==> src/fan_pwm_defines.svh <==
// Constants for the second fan output spin-up and frequency block
// What this block does
// - The four-bit spin-up duty code in bits 3:0 picks the spin-up duty through the same sixteen-entry code map as the temperature tables.
// - A spin-up duty code of zero means no spin-up ever happens.
// - The four-bit spin-up duration code takes bit 4 as its top bit and bits 7:5 as its three low bits.
// - A step of the output duty from zero to anything non-zero starts spin-up for the programmed time.
// - With the top duration bit clear, low codes 0 to 7 mean disabled, 100 ms, 250 ms, 400 ms, 700 ms, 1 s, 2 s and 4 s.
// - With the top duration bit set, low codes 0 to 7 mean 6 s to 20 s in 2 s steps.
// - The three-bit frequency code in bits 2:0 picks 22500, 96, 84, 72, 60, 48, 36 or 12 Hz.
// - At 22.5 kHz with map select clear, steps 1 to 13 give 25% rising 6.25% per step to 100%.
// - With map select set, steps 1 to 13 follow the low-frequency map from 25% through 57.14%, 71.43%, 85.71% to 100%.
// - The map select acts on every duty source: four tables, both hot ramps, spin-up and override.
// - At any frequency other than 22.5 kHz the map select is ignored and the low-frequency map is used.
// - When several sources request duty at once the largest request is driven, except during spin-up, when the spin-up duty code is driven.
`ifndef FAN_PWM_DEFINES_SVH
`define FAN_PWM_DEFINES_SVH

// ****************************************
// Register map
// ****************************************
`define SPINUP_CFG_ADDR 8'hce
`define FREQ_MAP_CFG_ADDR 8'hcf
`define SPINUP_CFG_RESET 8'h00
`define FREQ_MAP_CFG_RESET 8'h00
`define DUTY_CODE_LSB 0
`define DUTY_CODE_MSB 3
`define DUR_TOP_BIT 4
`define DUR_LOW_LSB 5
`define DUR_LOW_MSB 7
`define FREQ_CODE_LSB 0
`define FREQ_CODE_MSB 2
`define MAP_SEL_BIT 3

// ****************************************
// Timing
// ****************************************
`define CLK_HZ 100000000
`define MS_PER_S 1000
`define CLK_PER_MS (`CLK_HZ / `MS_PER_S)
`define DUR_MS_1 100
`define DUR_MS_2 250
`define DUR_MS_3 400
`define DUR_MS_4 700
`define DUR_MS_5 1000
`define DUR_MS_6 2000
`define DUR_MS_7 4000
`define DUR_LONG_BASE_MS 6000
`define DUR_LONG_STEP_MS 2000

// ****************************************
// Output frequencies in Hz
// ****************************************
`define FREQ_HZ_0 22500
`define FREQ_HZ_1 96
`define FREQ_HZ_2 84
`define FREQ_HZ_3 72
`define FREQ_HZ_4 60
`define FREQ_HZ_5 48
`define FREQ_HZ_6 36
`define FREQ_HZ_7 12
`define HIGH_FREQ_CODE 3'h0

// ****************************************
// Duty maps: fraction num/den
// ****************************************
`define HIGH_MAP_DEN 6'd16
`define HIGH_MAP_OFFSET 6'd3
`define LOW_MAP_DEN 6'd28
`define DUTY_TOP_STEP 4'hd

`endif

==> src/fan_pwm_pkg.sv <==
// Types shared by the fan output spin-up block
package fan_pwm_pkg;
   typedef enum logic [1:0] {
      SPIN_IDLE = 2'b01,
      SPIN_RUN = 2'b10
   } spin_state_t;
   typedef logic [3:0] duty_code_t;
   typedef logic [2:0] freq_code_t;
endpackage

==> src/fan_pwm_spinup.sv <==
// Second fan output: configuration registers, source merge, spin-up
`include "fan_pwm_defines.svh"
`timescale 1ns/10ps
`default_nettype none
module fan_pwm_spinup
   import fan_pwm_pkg::*;
#(
   parameter int clk_hz = `CLK_HZ,
   parameter int clk_per_ms = `CLK_PER_MS
) (
   input wire logic clk,
   input wire logic arst_n,
   input wire logic [7:0] reg_addr,
   input wire logic reg_wr_en,
   input wire logic reg_rd_en,
   input wire logic [7:0] reg_wdata,
   output logic [7:0] reg_rdata,
   input wire logic [3:0] table1_code,
   input wire logic [3:0] table2_code,
   input wire logic [3:0] table3_code,
   input wire logic [3:0] table4_code,
   input wire logic [3:0] regulator_hot_code,
   input wire logic [3:0] processor_hot_code,
   input wire logic override_en,
   input wire logic [3:0] override_code,
   output logic second_fan_output,
   output logic spinup_active,
   output logic [3:0] applied_duty_code
);

   // ****************************************
   // Configuration registers
   // ****************************************
   logic [7:0] spinup_cfg_ff;
   logic [3:0] freq_map_cfg_ff;
   duty_code_t spinup_duty_code;
   logic [3:0] spinup_duration_code;
   freq_code_t second_output_frequency_code;
   logic high_freq_map_select;

   always_ff @(posedge clk or negedge arst_n) begin
      if (!arst_n) begin
         spinup_cfg_ff <= `SPINUP_CFG_RESET;
      end else if (reg_wr_en && reg_addr == `SPINUP_CFG_ADDR) begin
         spinup_cfg_ff <= reg_wdata;
      end
   end

   // Upper nibble is reserved and not stored
   always_ff @(posedge clk or negedge arst_n) begin
      if (!arst_n) begin
         freq_map_cfg_ff <= 4'(`FREQ_MAP_CFG_RESET);
      end else if (reg_wr_en && reg_addr == `FREQ_MAP_CFG_ADDR) begin
         freq_map_cfg_ff <= reg_wdata[3:0];
      end
   end

   assign spinup_duty_code =
      spinup_cfg_ff[`DUTY_CODE_MSB:`DUTY_CODE_LSB];
   assign spinup_duration_code = {spinup_cfg_ff[`DUR_TOP_BIT],
      spinup_cfg_ff[`DUR_LOW_MSB:`DUR_LOW_LSB]};
   assign second_output_frequency_code =
      freq_map_cfg_ff[`FREQ_CODE_MSB:`FREQ_CODE_LSB];
   assign high_freq_map_select = freq_map_cfg_ff[`MAP_SEL_BIT];

   // ****************************************
   // Register read port
   // ****************************************
   always_ff @(posedge clk or negedge arst_n) begin
      if (!arst_n) begin
         reg_rdata <= 8'h00;
      end else if (reg_rd_en) begin
         case (reg_addr)
            `SPINUP_CFG_ADDR: begin
               reg_rdata <= spinup_cfg_ff;
            end
            `FREQ_MAP_CFG_ADDR: begin
               reg_rdata <= {4'h0, freq_map_cfg_ff};
            end
            default: begin
               reg_rdata <= 8'h00;
            end
         endcase
      end
   end

   // ****************************************
   // Largest request wins
   // ****************************************
   logic [3:0] src_code [0:6];
   logic [3:0] max_stage [0:7];
   duty_code_t requested_code;

   assign src_code[0] = table1_code;
   assign src_code[1] = table2_code;
   assign src_code[2] = table3_code;
   assign src_code[3] = table4_code;
   assign src_code[4] = regulator_hot_code;
   assign src_code[5] = processor_hot_code;
   assign src_code[6] = override_en ? override_code : 4'h0;
   assign max_stage[0] = 4'h0;

   // Codes are monotonic in duty within either map, so max code = max duty
   genvar gi;
   generate
      for (gi = 0; gi < 7; gi = gi + 1) begin : g_max
         assign max_stage[gi + 1] = (src_code[gi] > max_stage[gi]) ?
            src_code[gi] : max_stage[gi];
      end
   endgenerate

   assign requested_code = max_stage[7];

   // ****************************************
   // Spin-up duration lookup
   // ****************************************
   function automatic logic [14:0] dur_ms(input logic [3:0] code);
      logic [14:0] ms;
      ms = 15'h0000;
      if (code[3]) begin
         ms = 15'(`DUR_LONG_BASE_MS + `DUR_LONG_STEP_MS * code[2:0]);
      end else begin
         case (code[2:0])
            3'h1: ms = 15'(`DUR_MS_1);
            3'h2: ms = 15'(`DUR_MS_2);
            3'h3: ms = 15'(`DUR_MS_3);
            3'h4: ms = 15'(`DUR_MS_4);
            3'h5: ms = 15'(`DUR_MS_5);
            3'h6: ms = 15'(`DUR_MS_6);
            3'h7: ms = 15'(`DUR_MS_7);
            default: ms = 15'h0000;
         endcase
      end
      return ms;
   endfunction

   logic [14:0] spin_ms_target;
   logic spin_enabled;

   assign spin_ms_target = dur_ms(spinup_duration_code);
   assign spin_enabled = (spinup_duty_code != 4'h0) &&
      (spin_ms_target != 15'h0000);

   // ****************************************
   // Millisecond tick
   // ****************************************
   logic [31:0] tick_cnt_ff;
   logic ms_tick;
   spin_state_t spin_state_ff;

   assign ms_tick = (tick_cnt_ff == 32'(clk_per_ms - 1));

   always_ff @(posedge clk or negedge arst_n) begin
      if (!arst_n) begin
         tick_cnt_ff <= 32'h00000000;
      end else if (ms_tick || spin_state_ff == SPIN_IDLE) begin
         tick_cnt_ff <= 32'h00000000;
      end else begin
         tick_cnt_ff <= tick_cnt_ff + 32'h00000001;
      end
   end

   // ****************************************
   // Spin-up state machine
   // ****************************************
   spin_state_t nxt_spin_state;
   logic [14:0] ms_cnt_ff;
   logic prev_req_zero_ff;
   logic zero_to_nonzero;
   logic spin_done;

   assign zero_to_nonzero = prev_req_zero_ff &&
      (requested_code != 4'h0);
   assign spin_done = ms_tick &&
      (ms_cnt_ff + 15'h0001 >= spin_ms_target);

   always_ff @(posedge clk or negedge arst_n) begin
      if (!arst_n) begin
         prev_req_zero_ff <= 1'b1;
      end else begin
         prev_req_zero_ff <= (requested_code == 4'h0);
      end
   end

   always_comb begin
      nxt_spin_state = spin_state_ff;
      case (spin_state_ff)
         SPIN_IDLE: begin
            if (zero_to_nonzero && spin_enabled) begin
               nxt_spin_state = SPIN_RUN;
            end
         end
         SPIN_RUN: begin
            // Dropping to zero or disabling ends the cycle at once
            if (spin_done || !spin_enabled ||
                requested_code == 4'h0) begin
               nxt_spin_state = SPIN_IDLE;
            end
         end
         default: begin
            nxt_spin_state = SPIN_IDLE;
         end
      endcase
   end

   always_ff @(posedge clk or negedge arst_n) begin
      if (!arst_n) begin
         spin_state_ff <= SPIN_IDLE;
      end else begin
         spin_state_ff <= nxt_spin_state;
      end
   end

   always_ff @(posedge clk or negedge arst_n) begin
      if (!arst_n) begin
         ms_cnt_ff <= 15'h0000;
      end else if (spin_state_ff == SPIN_IDLE) begin
         ms_cnt_ff <= 15'h0000;
      end else if (ms_tick) begin
         ms_cnt_ff <= ms_cnt_ff + 15'h0001;
      end
   end

   // ****************************************
   // Duty selection and map
   // ****************************************
   duty_code_t out_code;
   logic use_high_map;
   logic [5:0] duty_num;
   logic [5:0] duty_den;

   assign out_code = (spin_state_ff == SPIN_RUN) ?
      spinup_duty_code : requested_code;
   // One map choice for every source, since all pass through out_code
   assign use_high_map = (second_output_frequency_code ==
      `HIGH_FREQ_CODE) && !high_freq_map_select;

   function automatic logic [5:0] low_num(input logic [3:0] code);
      logic [5:0] n;
      n = 6'h00;
      case (code)
         4'h0: n = 6'h00;
         4'h1: n = 6'd7;
         4'h2: n = 6'd8;
         4'h3: n = 6'd9;
         4'h4: n = 6'd10;
         4'h5: n = 6'd11;
         4'h6: n = 6'd12;
         4'h7: n = 6'd13;
         4'h8: n = 6'd14;
         4'h9: n = 6'd15;
         4'ha: n = 6'd16;
         4'hb: n = 6'd20;
         4'hc: n = 6'd24;
         default: n = `LOW_MAP_DEN;
      endcase
      return n;
   endfunction

   always_comb begin
      duty_num = 6'h00;
      duty_den = `LOW_MAP_DEN;
      if (use_high_map) begin
         duty_den = `HIGH_MAP_DEN;
         if (out_code == 4'h0) begin
            duty_num = 6'h00;
         end else if (out_code >= `DUTY_TOP_STEP) begin
            duty_num = `HIGH_MAP_DEN;
         end else begin
            duty_num = {2'b00, out_code} + `HIGH_MAP_OFFSET;
         end
      end else begin
         duty_num = low_num(out_code);
      end
   end

   // ****************************************
   // Output period
   // ****************************************
   logic [23:0] period_cycles;

   always_comb begin
      case (second_output_frequency_code)
         3'h0: period_cycles = 24'(clk_hz / `FREQ_HZ_0);
         3'h1: period_cycles = 24'(clk_hz / `FREQ_HZ_1);
         3'h2: period_cycles = 24'(clk_hz / `FREQ_HZ_2);
         3'h3: period_cycles = 24'(clk_hz / `FREQ_HZ_3);
         3'h4: period_cycles = 24'(clk_hz / `FREQ_HZ_4);
         3'h5: period_cycles = 24'(clk_hz / `FREQ_HZ_5);
         3'h6: period_cycles = 24'(clk_hz / `FREQ_HZ_6);
         3'h7: period_cycles = 24'(clk_hz / `FREQ_HZ_7);
         default: period_cycles = 24'(clk_hz / `FREQ_HZ_0);
      endcase
   end

   fan_pwm_wave u_wave (
      .clk(clk),
      .arst_n(arst_n),
      .period_cycles(period_cycles),
      .duty_num(duty_num),
      .duty_den(duty_den),
      .pwm_out(second_fan_output)
   );

   // ****************************************
   // Status outputs
   // ****************************************
   always_ff @(posedge clk or negedge arst_n) begin
      if (!arst_n) begin
         spinup_active <= 1'b0;
         applied_duty_code <= 4'h0;
      end else begin
         spinup_active <= (nxt_spin_state == SPIN_RUN);
         // Follows the next state so it tracks spinup_active edge for edge
         applied_duty_code <= (nxt_spin_state == SPIN_RUN) ?
            spinup_duty_code : requested_code;
      end
   end

endmodule
`default_nettype wire

==> src/fan_pwm_wave.sv <==
// Waveform generator: duty fraction and period to a pin level
`timescale 1ns/10ps
`default_nettype none
module fan_pwm_wave
   import fan_pwm_pkg::*;
(
   input wire logic clk,
   input wire logic arst_n,
   input wire logic [23:0] period_cycles,
   input wire logic [5:0] duty_num,
   input wire logic [5:0] duty_den,
   output logic pwm_out
);
   logic [23:0] cnt_ff;
   logic [23:0] period_ff;
   logic [5:0] num_ff;
   logic [5:0] den_ff;
   logic period_end;
   logic [31:0] lhs;
   logic [31:0] rhs;

   assign period_end = (cnt_ff >= period_ff - 24'h000001);

   // Period and duty are taken only at period end so pulses never tear
   always_ff @(posedge clk or negedge arst_n) begin
      if (!arst_n) begin
         cnt_ff <= 24'h000000;
         period_ff <= 24'h000001;
         num_ff <= 6'h00;
         den_ff <= 6'h01;
      end else if (period_end) begin
         cnt_ff <= 24'h000000;
         period_ff <= period_cycles;
         num_ff <= duty_num;
         den_ff <= duty_den;
      end else begin
         cnt_ff <= cnt_ff + 24'h000001;
      end
   end

   // High while cnt/period < num/den
   assign lhs = 32'(cnt_ff) * 32'(den_ff);
   assign rhs = 32'(period_ff) * 32'(num_ff);

   always_ff @(posedge clk or negedge arst_n) begin
      if (!arst_n) begin
         pwm_out <= 1'b0;
      end else begin
         pwm_out <= (lhs < rhs);
      end
   end
endmodule
`default_nettype wire
==> config.mk <==
export PLATFORM = sky130hd
export DESIGN_NAME = fan_pwm_spinup
export DESIGN_NICKNAME = d
export VERILOG_FILES = /design/src/fan_pwm_pkg.sv /design/src/fan_pwm_spinup.sv /design/src/fan_pwm_wave.sv
export VERILOG_INCLUDE_DIRS = /design/src
export SDC_FILE = /design/constraint.sdc
export NUM_CORES = 1
export LEC_CHECK = 0
export ABC_AREA = 1
export BUFFER_PORTS_ARGS = -buffer_cell sky130_fd_sc_hd__buf_4
export CAP_MARGIN = 20
export CORE_UTILIZATION = 54
export CTS_CLUSTER_DIAMETER = 150
export DETAILED_ROUTE_END_ITERATION = 10
export HOLD_SLACK_MARGIN = 0.06
export PLACE_DENSITY = 0.74
export SYNTH_ARGS = -nofsm -noshare
export SYNTH_HDL_FRONTEND = slang
export SYNTH_SLANG_ARGS = --single-unit
==> constraint.sdc <==
create_clock -name clk -period 5.85 [get_ports clk]
set_input_delay 1.17 -clock clk [delete_from_list [all_inputs] [get_ports clk]]
set_output_delay 1.17 -clock clk [all_outputs]
set_load 0.02 [all_outputs]
# ---- Yosys cells after proc, flatten, opt, wreduce, memory -nomap -nowiden
# Memory sizes are Yosys's and may differ from the RTL's. A register that Yosys moved wholly into a read port is not among the register bits.
# Index checks and enable logic that the tools add are counted.
dict set report word_totals {
  reg_bits 136
  romBits 264
  output_inout_bits 14
  elab_cells 93
  memories 2
}
dict set report op_classes {
  n_addsub 6
  mul 3
  order_cmp 11
  n_eq_ne 13
  muxes 24
  n_reduce_logical 20
}
# name depth word_bits read_ports rd_ports_with_merged_regs write_ports line
set memory_table {}
lappend memory_table {{(name not given)} 8 23 1 1 0 fan_pwm_spinup.sv:283} ;# case (second_output_frequency_code)
lappend memory_table {{(name not given)} 16 5 1 0 0 fan_pwm_spinup.sv:241} ;# case (code)
# operator count
set op_table {}
lappend op_table {{$pmux 12 s7} 1}
lappend op_table {{$mul 24x6->30} 2}
lappend op_table {{$mux 15} 3}
lappend op_table {{$mux 4} 11}
lappend op_table {{$add 32x1->32 const B} 1}
lappend op_table {{$eq 32x17->1 const B} 1}
lappend op_table {{$mux 32} 1}
lappend op_table {{$lt 30x30->1} 1}
lappend op_table {{$add 24x1->24 const B} 1}
lappend op_table {{$ge 24x24->1} 1}
lappend op_table {{$gt 4x4->1} 6}
lappend op_table {{$mux 24} 1}
lappend op_table {{$sub 24x1->24 const B} 1}
lappend op_table {{$eq 8x8->1 const B} 2}
lappend op_table {{$pmux 8 s2} 1}
lappend op_table {{$add 13x14->15 const A} 1}
lappend op_table {{$add 15x1->15 const B} 1}
lappend op_table {{$ge 15x15->1} 1}
lappend op_table {{$reduce_bool 15->1} 1}
lappend op_table {{$eq 3x3->1 const B} 4}
lappend op_table {{$mul 7x3->10 const A} 1}
lappend op_table {{$mux 5} 2}
lappend op_table {{$logic_not 4->1} 2}
lappend op_table {{$reduce_bool 4->1} 2}
lappend op_table {{15 further kinds} 28}

# ---- Logic depth before layout (Yosys ltp)
dict set report depth {
  ltp_word 21
  depth_mapped 65
}

# ---- Hierarchy
# Synthesis repeated with hierarchy kept, for this count alone.
dict set report unflattened {
  hier_cells 3285
  hier_area_um2 21633.2
}
# module n_inst cells_each area_per_inst_um2
set modules_own_cells {}
lappend modules_own_cells {fan_pwm_wave 1 2404 15249.6}
lappend modules_own_cells {fan_pwm_spinup 1 881 6383.6}

# ---- Worst setup path after synthesis
# No wires, ideal clock.
dict set report synth_path {
  kind {in2reg}
  from {input port table1_code[1]}
  to {register u_wave.num_ff[3]}
  setup_ns 0.068
  arrival_time_ns 7.366
  required_ns 5.782
  path_slack_ns -1.584
  stages 61
  path_cell_list {inv_1 > ha_1 > nand2_1 > nand2_1 > nand2_1 > nand2_2 > nand2_4 > nor2_1 > a21oi_1 > inv_1 > ha_1 > nand2_2 > nor2_4 > nand2_2 > nand2_4 > nand2_4 > a21oi_1 > inv_1 > [... 25 more ...] > ha_1 > nand2_1 > nor2_4 > nand2_2 > nand2_4 > nand2_4 > nand2_2 > nand2_2 > nand2_1 > nand2_1 > inv_1 > ha_1 > inv_1 > o211ai_2 > nand3_1 > nor2_1 > nand2_1 > nand3_1}
}
dict set report synth_between {
  elab_chain_cells 19
  elab_cells_between_ends 22
}
# element line
set synth_rtl {}
lappend synth_rtl {{start: declaration} fan_pwm_spinup.sv:18} ;# input wire logic [3:0] table1_code,
lappend synth_rtl {{$gt 4x1->1} fan_pwm_spinup.sv:107} ;# assign max_stage[gi + 1] = (src_code[gi] > max_stage[gi]) ?
lappend synth_rtl {{$mux 4 (*)} fan_pwm_spinup.sv:107}
lappend synth_rtl {{$gt 4x4->1} fan_pwm_spinup.sv:107}
lappend synth_rtl {{$mux 4 (*)} fan_pwm_spinup.sv:107}
lappend synth_rtl {{$gt 4x4->1} fan_pwm_spinup.sv:107}
lappend synth_rtl {{$mux 4 (*)} fan_pwm_spinup.sv:107}
lappend synth_rtl {{$gt 4x4->1} fan_pwm_spinup.sv:107}
lappend synth_rtl {{$mux 4 (*)} fan_pwm_spinup.sv:107}
lappend synth_rtl {{[... 3 more ...]} --}
lappend synth_rtl {{$mux 4 (*)} fan_pwm_spinup.sv:107}
lappend synth_rtl {{$gt 4x4->1} fan_pwm_spinup.sv:107}
lappend synth_rtl {{$mux 4 (*)} fan_pwm_spinup.sv:107}
lappend synth_rtl {{$mux 4 (*)} fan_pwm_spinup.sv:232} ;# assign out_code = (spin_state_ff == SPIN_RUN) ?
lappend synth_rtl {{$add 4x2->5 (no line) / $ge 4x4->1 (equally long branches)} --}
lappend synth_rtl {{$mux 5} fan_pwm_spinup.sv:267} ;# end else if (out_code >= `DUTY_TOP_STEP) begin
lappend synth_rtl {{$mux 5} fan_pwm_spinup.sv:265} ;# if (out_code == 4'h0) begin
lappend synth_rtl {{$mux 6 (*)} fan_pwm_spinup.sv:263} ;# if (use_high_map) begin
lappend synth_rtl {{end signal: assignment} fan_pwm_wave.sv:34} ;# num_ff <= duty_num;
lappend synth_rtl {{end: declaration} fan_pwm_wave.sv:16} ;# logic [5:0] num_ff;
# Mark *: on every way between the ends. The rest lies on a longest branch, timed or not.
# A chain may end at the register's enable or synchronous reset.

# ---- Worst setup path after layout
dict set report layout_path {
  from {input port table1_code[3]}
  to {register u_wave.num_ff[4]}
}
# The elaborated chain is that of the path after synthesis.

==> metrics <==
status=complete, but fails checks; failing checks=setup timing; fmax=140 MHz; crit path kind=primary input to flip-flop; Max Slew Vio Count=0; static leakage=12.3 nW; vias=15.4k; initial antenna violation count=0; power share of the clock group=23.0%; Worst VDD drop=540 uV; Pint=2.93 mW; slowest stage delay, CP=0.28 ns; Routed Antenna Nets=0; leading area contributor after synthesis=dfrtp_1; Setup TNS Final=-15.86 ns; startpoint types=primary input; Slew headroom=32.1%; GR Util All Layers=27.0%; GRT overflow=0; Hold EP=tick_cnt_ff[0]$_DFF_PN0_; row count=64; CP bufs+invs=14; Clk Tree Root Cell=clkbuf_16; Iter 0 DRT Violations=823; worst min path class=flip-flop to flip-flop; first-pass GRT wire length=70.6 mm; dpl cells=2869; Syn Std Cell Area=17000 sq um; most frequent cells in the layout=inv_1 (491), nand2_1 (435), buf_4 (268); Worst-Skew Late Latency=0.43 ns; count of state elements after synthesis=129; CP top delay family=simple AND/OR/NAND/NOR gates; sequential share of power=19.3%; synthesized area per cell=7.43 sq um; Die W=179 microns; die area=32100 sq um; total iterations of the first detailed-routing run=6; most common cell after layout, fill and taps aside=inv_1; I/O pin count=63; CTS Hold Buffers Added=0; final hold violations=0; Power Density=242 nW/um^2; Finished Layout Cells=2935; Worst path most repeated cell=nand2_4; hpwl dp=32.6 mm; Via density=5.24; die height=179 microns; Worst R2R End=u_wave.pwm_out$_DFF_PN0_; H-tree levels=4; Arr. time, crit path=7.47 ns; worst path required time=6.16 ns; total chip power=4.99 mW; pre-CTS setup slack=-1.77 ns; Worst-Margin Slew=1.01 ns; Clock Skew=0.0129 ns; wire per inst=14.1 microns; Synth area leaders=dfrtp_1 (18%), ha_1 (18%), fa_1 (13%); vias in the first global route=15.6k; Hold Crit Depth=1; Crit Reg-Reg Startpoint=u_wave.num_ff[2]$_DFFE_PN0N_; core area=30700 sq um; unrepaired setup endpoints after global routing=true; area grow syn2layout=21.6%; Setup crit end kind=flip-flop; internal reg-to-reg setup slack=-0.55 ns; pin count of the biggest net entering global routing=94; yosys warns=0; minimum clock period=7.17 ns; Max stage delay cell, worst path=ha_4; Sw Ratio=41.2%; FFs w/ async S/R, synth=100%; initial core utilization=55.2%; worst setup margin=-1.32 ns; RePlAce Congestion=0.912; Design Area, Final=20600 sq um; Routed WL=41.4 mm; Hold Crit Start=tick_cnt_ff[0]$_DFF_PN0_; Gate power share=57.7%; Seq/Total Area, Yosys=19.1%; nets=2933; max_cap viols=0; ANT cells=0; syn nets=2688; cts bufs inserted=17; critical-path maximum fanout=6; top-area cell type share of the netlist area=18.4%; endpoints failing setup=14; Sw Pwr=2.05 mW; CTS tree=yes; cell depth of the worst flop-to-flop path=33; post-synthesis cell count=2281; fin crit share=122%; Netlist cell types=53; Post-synth EDFFs=0; TritonCTS Sinks=129; share of layout cells above drive strength 1=19.9%; Reg clk slew, reported paths=0.06 ns; layout filler cell count=2491; port bufs=62; dominant register cell in the synthesized netlist=dfrtp_1; DR DRC count=0; clock buffer depth=2; critical path startpoint=table1_code[3]; placed instance area=19400 sq um
layer usage:
metal | routed length, microns | track usage (%)
met4 | 822 | 6.16
met3 | 1640 | 3.16
met1 | 18000 | 34.2
met5 | 0 | 0
met2 | 20900 | 48.7
repair_timing:
| action | in CTS | in global routing |
|---|---|---|
| pin swaps | 80 | 78 |
| setup buffers | 24 | 10 |
| gates resized for setup | 36 | 61 |
| endpoints found under the setup margin | 14 | 14 |
| hold endpoints to repair | 0 | 0 |
Yosys cell counts, types with 4 or more instances:
master / instances
inv_1: 509
nor2_4: 5
clkinv_1: 5
nand3_2: 6
a21oi_1: 127
nand2_2: 35
nand3b_1: 6
dfrtp_1: 125
a211oi_1: 6
nor2_1: 136
nand2_1: 461
inv_2: 11
clkbuf_1: 49
buf_1: 4
o221ai_1: 6
nor3_1: 41
or2_2: 4
o211ai_1: 7
dfstp_2: 4
nor2_2: 6
xor2_1: 66
o22ai_1: 18
o21bai_1: 11
o31ai_1: 5
xnor2_1: 27
nand3_1: 75
o21ai_0: 57
nor4_1: 19
nand2_4: 10
nand3_4: 5
nand4_1: 36
ha_1: 246
a31oi_1: 8
fa_1: 112
o21a_1: 5
area by class of cell:
cell class | instances | area, sq um | share of cell area (%)
multi-input combinational | 1572 | 12100 | 58.6
sequential | 129 | 3240 | 15.7
timing repair buffer | 280 | 2180 | 10.6
inverter | 526 | 2000 | 9.72
tap | 396 | 495 | 2.40
clock buffer | 18 | 429 | 2.08
clock inverter | 14 | 191 | 0.928
how the worst max path moves through the flow:
stage                                         to  slack [ns]  cells past startpoint
finish              u_wave.num_ff[4]$_DFFE_PN0N_       -1.32                     60
floorplan           u_wave.num_ff[3]$_DFFE_PN0N_       -1.41                     60
global route        u_wave.num_ff[4]$_DFFE_PN0N_       -1.78                     66
CTS                 u_wave.num_ff[3]$_DFFE_PN0N_       -1.12                     61
global placement    u_wave.num_ff[1]$_DFFE_PN0N_       -1.52                     61
detailed placement  u_wave.num_ff[3]$_DFFE_PN0N_       -1.77                     61
sequential cells by signal, summed over array words and instances, names as in the netlist:
signal             count
freq_map_cfg_ff        4
applied_duty_code      4
u_wave.period_ff      21
spin_state_ff          2
u_wave.den_ff          3
ms_cnt_ff             15
reg_rdata              8
u_wave.pwm_out         1
tick_cnt_ff           32
spinup_active          1
u_wave.cnt_ff         24
prev_req_zero_ff       1
u_wave.num_ff          5
spinup_cfg_ff          8
kinds of logic (layout without fill, tap and decap cells):
group,count (synthesis),after routing,share of synthesized area (%)
compound gates,270,270,9.19
simple gates,851,851,22.7
flops,129,129,19.1
buf+inv,580,838,12.9
xor+xnor,93,93,4.80
fa+ha+maj,358,358,31.4
power by group through the flow:
stage,clock (mW),combinational [mW],sequential [mW]
after floorplan,0,1.46,0.988
after global placement,0,2.17,0.975
after detailed placement,0,2.26,0.977
after CTS,1.15,2.52,0.962
after global routing,1.19,3.14,0.967
final,1.15,2.88,0.962
stage by stage:
| step | utilization, % | hold WS (ns) |
|---|---|---|
| floorplan | - | 0.433 |
| global placement | 63.0 | 0.448 |
| detailed placement | 63.0 | 0.479 |
| CTS | 66.0 | 0.492 |
| global route | 67.1 | 0.509 |
| finish | 67.1 | 0.485 |
(Power assumes the default switching activity.)
